===== src/rtl/lvd_pkg.sv =====
// Shared constants for the low-voltage detect controller
package lvd_pkg;

    // ------------------------------------------------------------------
    // Register map (byte addresses)
    // ------------------------------------------------------------------
    localparam logic [7:0] CTRL_OFFSET   = 8'h00; // low_voltage_control
    localparam logic [7:0] STATUS_OFFSET = 8'h04; // flag and interrupt enables

    // ------------------------------------------------------------------
    // Control register fields
    // ------------------------------------------------------------------
    localparam int unsigned TRIP_LSB   = 0;     // trip_level_select low bit
    localparam int unsigned TRIP_W     = 4;     // trip_level_select width
    localparam int unsigned PWR_BIT    = 4;     // detect_power_enable
    localparam int unsigned STABLE_BIT = 5;     // reference_stable_flag (read only)
    localparam logic [3:0]  TRIP_RESET    = 4'h5; // Trip code after reset
    localparam logic [3:0]  TRIP_EXTERNAL = 4'hF; // Comparator fed from pin
    localparam logic [3:0]  TRIP_RESERVED = 4'h0; // Unused code

    // ------------------------------------------------------------------
    // Status register fields
    // ------------------------------------------------------------------
    localparam int unsigned FLAG_BIT  = 0;      // low_voltage_flag, write one to clear
    localparam int unsigned LVIE_BIT  = 1;      // low_voltage_int_enable
    localparam int unsigned GLOB_EN_BIT = 2;    // global_int_enable
    localparam int unsigned SLEEP_BIT = 3;      // Sleep state seen (read only)

    // ------------------------------------------------------------------
    // Timing
    // ------------------------------------------------------------------
    localparam int unsigned CLK_PERIOD_NS  = 8;     // 125 MHz system clock
    localparam int unsigned REF_STARTUP_NS = 20000; // Reference settling time
    localparam int unsigned REF_STARTUP_CYCLES =
        (REF_STARTUP_NS + CLK_PERIOD_NS - 1) / CLK_PERIOD_NS;
    localparam int unsigned STARTUP_CNT_W = 12;     // Holds REF_STARTUP_CYCLES

    // ------------------------------------------------------------------
    // Bus responses
    // ------------------------------------------------------------------
    localparam logic [1:0] RESP_OKAY   = 2'h0;
    localparam logic [1:0] RESP_SLVERR = 2'h2;

    // Reference start-up states
    typedef enum logic [1:0] {
        REF_OFF,
        REF_SETTLING,
        REF_STABLE
    } ref_state_e;

endpackage : lvd_pkg


===== src/rtl/lvd_pin_sync.sv =====
// Three-stage synchroniser with agreement filter for pin inputs
module lvd_pin_sync #(
    parameter int unsigned WIDTH = 2
) (
    input  wire logic             i_sys_clk,
    input  wire logic             i_rstn,
    input  wire logic             i_clk_en,
    input  wire logic [WIDTH-1:0] i_async,
    output logic      [WIDTH-1:0] o_level
);

    // ------------------------------------------------------------------
    // Stages
    // ------------------------------------------------------------------
    logic [WIDTH-1:0] meta_q;   // First stage, read only by second
    logic [WIDTH-1:0] sync2_q;  // Second stage
    logic [WIDTH-1:0] sync3_q;  // Third stage
    logic [WIDTH-1:0] level_q;  // Accepted level

    // Shift chain, frozen while clock enable is low
    always_ff @(posedge i_sys_clk or negedge i_rstn) begin
        if (!i_rstn) begin
            meta_q  <= '0;
            sync2_q <= '0;
            sync3_q <= '0;
        end else if (i_clk_en) begin
            meta_q  <= i_async;
            sync2_q <= meta_q;
            sync3_q <= sync2_q;
        end
    end

    // Each bit changes only once stages two and three agree
    genvar g;
    generate
        for (g = 0; g < WIDTH; g++) begin : g_bit
            always_ff @(posedge i_sys_clk or negedge i_rstn) begin
                if (!i_rstn) begin
                    level_q[g] <= 1'b0;
                end else if (i_clk_en && (sync2_q[g] == sync3_q[g])) begin
                    level_q[g] <= sync3_q[g];
                end
            end
        end
    endgenerate

    assign o_level = level_q;

endmodule : lvd_pin_sync


===== src/rtl/lvd_ctrl.sv =====
// Low-voltage detect control, flag logic and AXI4-Lite register slave
//
// Operation
// - Flag sets on trip while detector enabled
// - Four-bit trip code selects trip point
// - Code 1111 feeds comparator from external pin
// - Codes 0001-1110 pick taps; 0000 reserved
// - Power bit powers comparator and divider
// - Stable flag reads one once reference settled
// - No flag before reference is stable
// - Start-up delay is 2500 enabled clock cycles, 20 us only at 125 MHz
// - Enabled flag requests jump to interrupt vector
// - Detector runs in Sleep, trip wakes device
// - Vector after wake only if globally enabled
// - Reset returns control register, detector off
// - Control bits 7-6 read zero, ignore writes
module lvd_ctrl #(
    parameter int unsigned ADDR_W = 8
) (
    input  wire logic              i_sys_clk,
    input  wire logic              i_rstn,
    input  wire logic              i_clk_en,
    // AXI4-Lite slave
    input  wire logic [ADDR_W-1:0] i_s_axi_awaddr,
    input  wire logic              i_s_axi_awvalid,
    output logic                   o_s_axi_awready,
    input  wire logic [31:0]       i_s_axi_wdata,
    input  wire logic [3:0]        i_s_axi_wstrb,
    input  wire logic              i_s_axi_wvalid,
    output logic                   o_s_axi_wready,
    output logic [1:0]             o_s_axi_bresp,
    output logic                   o_s_axi_bvalid,
    input  wire logic              i_s_axi_bready,
    input  wire logic [ADDR_W-1:0] i_s_axi_araddr,
    input  wire logic              i_s_axi_arvalid,
    output logic                   o_s_axi_arready,
    output logic [31:0]            o_s_axi_rdata,
    output logic [1:0]             o_s_axi_rresp,
    output logic                   o_s_axi_rvalid,
    input  wire logic              i_s_axi_rready,
    // Analog front end
    input  wire logic              i_divider_below,
    input  wire logic              i_external_trip_input_below,
    output logic                   o_detect_power,
    output logic [3:0]             o_tap_select,
    output logic                   o_external_trip_select,
    // Core interface
    input  wire logic              i_sleep,
    output logic                   o_wake,
    output logic                   o_vector_req
);

    // ------------------------------------------------------------------
    // Helpers
    // ------------------------------------------------------------------

    // Word address match against a register offset
    function automatic logic addr_hit(input logic [ADDR_W-1:0] addr,
                                      input logic [7:0]        offset);
        addr_hit = (addr[ADDR_W-1:2] == offset[ADDR_W-1:2]);
    endfunction : addr_hit

    // ------------------------------------------------------------------
    // State
    // ------------------------------------------------------------------
    logic [3:0]          trip_q;         // trip_level_select
    logic                pwr_q;          // detect_power_enable
    logic                flag_q;         // low_voltage_flag
    logic                flag_d;
    logic                lvie_q;         // low_voltage_int_enable
    logic                glob_en_q;      // global_int_enable
    logic                wake_q;         // Wake request to core
    logic                vector_q;       // Interrupt vector request
    lvd_pkg::ref_state_e ref_state_q;    // Reference start-up state
    lvd_pkg::ref_state_e ref_state_d;
    logic [lvd_pkg::STARTUP_CNT_W-1:0] startup_cnt_q; // Settling counter
    logic [lvd_pkg::STARTUP_CNT_W-1:0] startup_cnt_d;

    // Bus holding registers
    logic              aw_hold_q;        // Write address captured
    logic [ADDR_W-1:0] awaddr_q;
    logic              w_hold_q;         // Write data captured
    logic [31:0]       wdata_q;
    logic [3:0]        wstrb_q;
    logic              bvalid_q;
    logic [1:0]        bresp_q;
    logic              rvalid_q;
    logic [31:0]       rdata_q;
    logic [1:0]        rresp_q;

    // ------------------------------------------------------------------
    // Comparator input synchronisation
    // ------------------------------------------------------------------
    logic [1:0] below_sync;              // [0] divider, [1] external pin

    lvd_pin_sync #(
        .WIDTH (2)
    ) u_pin_sync (
        .i_sys_clk (i_sys_clk),
        .i_rstn    (i_rstn),
        .i_clk_en  (i_clk_en),
        .i_async   ({i_external_trip_input_below, i_divider_below}),
        .o_level   (below_sync)
    );

    // ------------------------------------------------------------------
    // Decoding
    // ------------------------------------------------------------------
    localparam logic [lvd_pkg::STARTUP_CNT_W-1:0] STARTUP_LAST =
        lvd_pkg::STARTUP_CNT_W'(lvd_pkg::REF_STARTUP_CYCLES - 1);

    wire ext_sel     = (trip_q == lvd_pkg::TRIP_EXTERNAL);
    wire trip_valid  = (trip_q != lvd_pkg::TRIP_RESERVED);
    wire sel_below   = ext_sel ? below_sync[1] : below_sync[0];
    wire ref_stable  = (ref_state_q == lvd_pkg::REF_STABLE);
    // Trip only counts while powered, settled and on a usable code
    wire detect      = pwr_q && ref_stable && trip_valid && sel_below;

    wire wr_go       = aw_hold_q && w_hold_q && !bvalid_q;
    wire wr_ctrl     = wr_go && addr_hit(awaddr_q, lvd_pkg::CTRL_OFFSET);
    wire wr_status   = wr_go && addr_hit(awaddr_q, lvd_pkg::STATUS_OFFSET);
    wire wr_lane0    = wstrb_q[0];
    wire flag_clr    = wr_status && wr_lane0 && wdata_q[lvd_pkg::FLAG_BIT];
    wire ar_take     = i_s_axi_arvalid && !rvalid_q;
    wire rd_ctrl     = addr_hit(i_s_axi_araddr, lvd_pkg::CTRL_OFFSET);
    wire rd_status   = addr_hit(i_s_axi_araddr, lvd_pkg::STATUS_OFFSET);

    // Control word: bits 7-6 always zero
    wire [31:0] ctrl_word = {26'h0, ref_stable, pwr_q, trip_q};
    wire [31:0] stat_word = {28'h0, i_sleep, glob_en_q, lvie_q, flag_q};

    // ------------------------------------------------------------------
    // Reference start-up timer
    // ------------------------------------------------------------------

    // Settling counted in cycles derived from a fixed time
    always_comb begin
        ref_state_d   = ref_state_q;
        startup_cnt_d = startup_cnt_q;
        case (ref_state_q)
            lvd_pkg::REF_OFF: begin
                startup_cnt_d = '0;
                if (pwr_q) begin
                    ref_state_d = lvd_pkg::REF_SETTLING;
                end
            end
            lvd_pkg::REF_SETTLING: begin
                if (!pwr_q) begin
                    ref_state_d = lvd_pkg::REF_OFF;
                end else if (startup_cnt_q == STARTUP_LAST) begin
                    ref_state_d = lvd_pkg::REF_STABLE;
                end else begin
                    startup_cnt_d = startup_cnt_q + 1'b1;
                end
            end
            lvd_pkg::REF_STABLE: begin
                if (!pwr_q) begin
                    ref_state_d = lvd_pkg::REF_OFF;
                end
            end
            default: begin
                ref_state_d = lvd_pkg::REF_OFF;
            end
        endcase
    end

    // Timer registers
    always_ff @(posedge i_sys_clk or negedge i_rstn) begin
        if (!i_rstn) begin
            ref_state_q   <= lvd_pkg::REF_OFF;
            startup_cnt_q <= '0;
        end else if (i_clk_en) begin
            ref_state_q   <= ref_state_d;
            startup_cnt_q <= startup_cnt_d;
        end
    end

    // ------------------------------------------------------------------
    // Control and status registers
    // ------------------------------------------------------------------

    // Trip event wins over a clear in the same cycle
    assign flag_d = detect || (flag_q && !flag_clr);

    // Software fields and flag
    always_ff @(posedge i_sys_clk or negedge i_rstn) begin
        if (!i_rstn) begin
            trip_q <= lvd_pkg::TRIP_RESET;
            pwr_q  <= 1'b0;
            lvie_q <= 1'b0;
            glob_en_q <= 1'b0;
            flag_q <= 1'b0;
        end else if (i_clk_en) begin
            flag_q <= flag_d;
            // Only the low byte holds fields
            if (wr_ctrl && wr_lane0) begin
                trip_q <= wdata_q[lvd_pkg::TRIP_LSB +: lvd_pkg::TRIP_W];
                pwr_q  <= wdata_q[lvd_pkg::PWR_BIT];
            end
            if (wr_status && wr_lane0) begin
                lvie_q <= wdata_q[lvd_pkg::LVIE_BIT];
                glob_en_q <= wdata_q[lvd_pkg::GLOB_EN_BIT];
            end
        end
    end

    // Wake and vector requests to the core
    always_ff @(posedge i_sys_clk or negedge i_rstn) begin
        if (!i_rstn) begin
            wake_q   <= 1'b0;
            vector_q <= 1'b0;
        end else if (i_clk_en) begin
            wake_q   <= i_sleep && flag_d;
            vector_q <= flag_d && lvie_q && glob_en_q;
        end
    end

    // ------------------------------------------------------------------
    // AXI4-Lite write channel
    // ------------------------------------------------------------------

    // Address and data captured in either order, answered together
    always_ff @(posedge i_sys_clk or negedge i_rstn) begin
        if (!i_rstn) begin
            aw_hold_q <= 1'b0;
            awaddr_q  <= '0;
            w_hold_q  <= 1'b0;
            wdata_q   <= 32'h0000_0000;
            wstrb_q   <= 4'h0;
            bvalid_q  <= 1'b0;
            bresp_q   <= lvd_pkg::RESP_OKAY;
        end else if (i_clk_en) begin
            if (i_s_axi_awvalid && o_s_axi_awready) begin
                aw_hold_q <= 1'b1;
                awaddr_q  <= i_s_axi_awaddr;
            end
            if (i_s_axi_wvalid && o_s_axi_wready) begin
                w_hold_q <= 1'b1;
                wdata_q  <= i_s_axi_wdata;
                wstrb_q  <= i_s_axi_wstrb;
            end
            if (wr_go) begin
                aw_hold_q <= 1'b0;
                w_hold_q  <= 1'b0;
                bvalid_q  <= 1'b1;
                // Unmapped address gets an error
                bresp_q   <= (wr_ctrl || wr_status) ? lvd_pkg::RESP_OKAY
                                                    : lvd_pkg::RESP_SLVERR;
            end else if (bvalid_q && i_s_axi_bready) begin
                bvalid_q <= 1'b0;
            end
        end
    end

    // ------------------------------------------------------------------
    // AXI4-Lite read channel
    // ------------------------------------------------------------------

    // One read in flight, data from a register
    always_ff @(posedge i_sys_clk or negedge i_rstn) begin
        if (!i_rstn) begin
            rvalid_q <= 1'b0;
            rdata_q  <= 32'h0000_0000;
            rresp_q  <= lvd_pkg::RESP_OKAY;
        end else if (i_clk_en) begin
            if (ar_take) begin
                rvalid_q <= 1'b1;
                rdata_q  <= rd_ctrl ? ctrl_word :
                            (rd_status ? stat_word : 32'h0000_0000);
                rresp_q  <= (rd_ctrl || rd_status) ? lvd_pkg::RESP_OKAY
                                                   : lvd_pkg::RESP_SLVERR;
            end else if (rvalid_q && i_s_axi_rready) begin
                rvalid_q <= 1'b0;
            end
        end
    end

    // ------------------------------------------------------------------
    // Outputs
    // ------------------------------------------------------------------
    assign o_s_axi_awready       = !aw_hold_q && !bvalid_q && i_clk_en;
    assign o_s_axi_wready        = !w_hold_q && !bvalid_q && i_clk_en;
    assign o_s_axi_bvalid        = bvalid_q;
    assign o_s_axi_bresp         = bresp_q;
    assign o_s_axi_arready       = !rvalid_q && i_clk_en;
    assign o_s_axi_rvalid        = rvalid_q;
    assign o_s_axi_rdata         = rdata_q;
    assign o_s_axi_rresp         = rresp_q;
    assign o_detect_power        = pwr_q;
    assign o_tap_select          = trip_q;
    assign o_external_trip_select = ext_sel;
    assign o_wake                = wake_q;
    assign o_vector_req          = vector_q;
endmodule : lvd_ctrl


===== config.mk =====
export PLATFORM = sky130hd
export DESIGN_NAME = lvd_ctrl
export DESIGN_NICKNAME = d
export VERILOG_FILES = /design/src/rtl/lvd_pkg.sv /design/src/rtl/lvd_pin_sync.sv /design/src/rtl/lvd_ctrl.sv
export SDC_FILE = /design/constraint.sdc
export NUM_CORES = 1
export LEC_CHECK = 0
export BUFFER_PORTS_ARGS = -buffer_cell sky130_fd_sc_hd__buf_2
export CORE_AREA = 3 3 79 99
export CTS_BUF_LIST = sky130_fd_sc_hd__clkbuf_4 sky130_fd_sc_hd__clkbuf_8
export DETAILED_ROUTE_END_ITERATION = 7
export DIE_AREA = 0 0 82 102
export PLACE_DENSITY_LB_ADDON = 0.1
export SLEW_MARGIN = 20
export SYNTH_ARGS = -nofsm -noshare
export SYNTH_HDL_FRONTEND = slang
export SYNTH_SLANG_ARGS = --single-unit

===== constraint.sdc =====
create_clock -name i_sys_clk -period 1.5 [get_ports i_sys_clk]
set_input_delay 0.3 -clock i_sys_clk [delete_from_list [all_inputs] [get_ports i_sys_clk]]
set_output_delay 0.3 -clock i_sys_clk [all_outputs]
set_load 0.01 [all_outputs]

==> results by group <==
Run status
  • Outcome: finished with violations
  • Failing checks: negative setup slack

Routing
  • Via-per-instance ratio: 4.81
  • Routed vias: 2082
  • WL met2: 3140 um
  • Top Metal Used: met4
  • Routed WL: 5960 um
  • First-pass iteration count of the detailed router: 4
  • WL met1: 2490 um
  • WL met3: 247 um
  • Routed length per instance: 13.8 um
  • Drt drc: 0
  • Detail Route Antenna Nets: 0
  • Iter 0 DRT Violations: 40

Timing
  • Setup_tns: -1.62 ns
  • Clock skew: 0.00345 ns
  • Max Fclk: 0.588 GHz
  • Final Max Slew Viols: 0
  • RSZ-0062 raised after global routing: true
  • Minimum clock period: 1.70 ns
  • Period utilization: 113%
  • Final Hold Vio Count: 0
  • Final worst slack: -0.200 ns
  • Final Setup Violations: 17

Cells and area
  • Layout cells sized above 1: 49.0%
  • # nets final: 406
  • End-of-flow core utilization: 52.5%
  • Post-Layout Inst Area: 3660 um^2
  • Number of diodes: 0
  • Area grow syn2layout: 33.0%

Synth
  • Commonest cells in the netlist: dfrtp_1, buf_4, mux2_2
  • Syn Inst Count: 249
  • Post-synth top area share: 49.1%
  • Post-Synth Simple-Gate Area: 16.8%
  • Sequential area share after synthesis: 51.0%
  • Syn Std Cell Area: 2750 um^2
  • Yosys cell types: 53
  • Post-Syn Area per Cell: 11.0 um^2
  • Fraction of registers with async set/reset: 100%
  • Main synth FF type: dfrtp_1
  • Area share of fa/ha/maj cells after synthesis: 0.455%
  • Post-synthesis mux area share: 12.5%
  • Synth Register Bits: 56
  • Number of synthesized flops with an enable pin: 0
  • Largest area contributor in the netlist: dfrtp_1
  • Synth area leaders: dfrtp_1, mux2_2, buf_4
  • Most numerous cell in the Yosys netlist: dfrtp_1
  • Ys Warns: 0
  • Largest family of logic cells by synthesized area: simple AND/OR/NAND/NOR gates
  • XOR/XNOR share of the synthesized area: 1.27%
  • Compound-Gate Fraction of Synth Area: 8.41%

Power and ir drop
  • Worst IR drop on VDD: 0.725 mV
  • Pwr Total: 4.29 mW
  • Leak: 1.78 nW
  • PD cells: 1170 nW/um^2

Worst hold path
  • HP Class: in -> reg
  • HP Start: i_s_axi_wdata[3]

GRT
  • Gr ovfl total: 0
  • GR Util All Layers: 15.1%
  • First-pass GRT wire length: 9780 um
  • Initial antenna violation count: 0
  • Vias in the first global route: 2096
  • Largest net degree at the start of global routing: 24

Floorplan
  • I/O pins: 112
  • Core area: 6980 um^2
  • Die Area: 8360 um^2
  • Die X: 82 um
  • Initial core utilization: 39.4%
  • Chip height: 102 um
  • Num rows: 34

Clocking
  • H-tree levels: 2
  • CTS max path bufs: 2
  • CTS root buffer: clkbuf_8
  • Clock Sinks: 56
  • Clock Pin Slew Worst Setup and Hold Paths: 0.10 ns
  • Latest clock arrival within the worst-skew pair: 0.31 ns
  • TritonCTS buffer count: 5
  • Clock tree from TritonCTS: built

Critical path
  • Startpoint types: flip-flop
  • Worst endpoint data arrival time: 1.90 ns
  • CP Launch Point: awaddr_q[3]
  • Req. time, crit path: 1.70 ns
  • CP delay by family, top: simple AND/OR/NAND/NOR gates
  • Critical Path End Type: flip-flop
  • CP cell instances: nor4_2, buf_4, nand3_4, or3b_4, mux2_2
  • CP Max Fanout: 5
  • Critical R2R Launch: awaddr_q[3]
  • Reg-to-reg slack, setup: -0.20 ns
  • Kind of critical path: reg -> reg
  • WP buf/inv: 1
  • Slowest-stage cell, CP: or3b_4
  • Slowest Stage Delay on Critical Path: 0.42 ns

Placement
  • Hpwl dp: 4460 um
  • Post-DP Area: 3330 um^2
  • GP Congestion: 0.757
  • Buffers on Ports: 49

Job
  • Max Cap Viol: 0
[routing by layer]
metal | track usage [%] | vias up
met3 | 2.73 | 7
met2 | 26.3 | 49
met1 | 18.9 | 1019
met5 | 0 | -
met4 | 4.60 | 0
li1 | - | 1007
[cell usage in the layout, fill, tap and decap left out, drive strengths merged, types with 10 or more instances in the layout]
master	instances
a21oi	13
buf	93
conb	28
dfrtp	54
mux2	26
nand2	19
nor2	14
o21ai	10
[registers in the layout (all words and copies together), names as in the netlist, 2 cells and up]
signal,cells
u_pin_sync.sync2_q,2
u_pin_sync.sync3_q,2
wdata_q,5
ref_state_q,2
u_pin_sync.o_level,2
o_s_axi_rdata,6
o_tap_select,4
awaddr_q,6
startup_cnt_q,12
u_pin_sync.meta_q,2
[where the power goes]
group | leakage [nW] | total (mW) | switching [mW] | internal [mW]
clock | 0.0448 | 0.851 | 0.500 | 0.352
combinational | 1.03 | 1.34 | 0.603 | 0.737
sequential | 0.710 | 2.10 | 0.240 | 1.86
[cell families after synthesis]
family | count (synthesis)
XOR/XNOR | 4
AO/OA/AOI/OAI | 38
flip-flops | 56
other | 1
multiplexers | 31
AND/OR/NAND/NOR | 77
buffers and inverters | 41
adder cells (fa/ha/maj) | 1
[layout make-up]
| type | instances | area [um^2] |
|---|---|---|
| clock buffer | 6 | 76.3 |
| multi-input combinational | 179 | 1370 |
| fill | 680 | 3320 |
| inverter | 6 | 22.5 |
| timing repair buffer | 94 | 656 |
| clock inverter | 2 | 16.3 |
| tap | 90 | 113 |
| sequential | 56 | 1400 |
[through the flow]
stage          setup slack, ns  std cells  hold slack (ns)
2_1_floorplan           -0.191        276          0.00441
3_3_place_gp            -0.291        418            0.272
3_5_place_dp            -0.282        418            0.268
4_1_cts                 -0.230        431            0.208
5_1_grt                 -0.275        433            0.205
6_report                -0.200        433            0.214
[final timing paths]
path,endpoint,depth (start not counted)
hold / removal,wdata_q[3],2
max in group asynchronous,startup_cnt_q[10],3
setup / recovery,o_detect_power,5
hold reg to reg,o_s_axi_rdata[0],2
setup reg to reg,o_detect_power,5
min in group asynchronous,o_s_axi_rresp[1],2
[what timing repair did]
item | in CTS | in global routing
hold endpoints to repair | 13 | 0
endpoints found under the setup margin | 33 | 33
pin swaps | 6 | 13
hold buffers | 1 | 0
setup buffers | 4 | 4
gates resized for setup | 18 | 26
No activity file was read; power rests on OpenSTA's default activity.
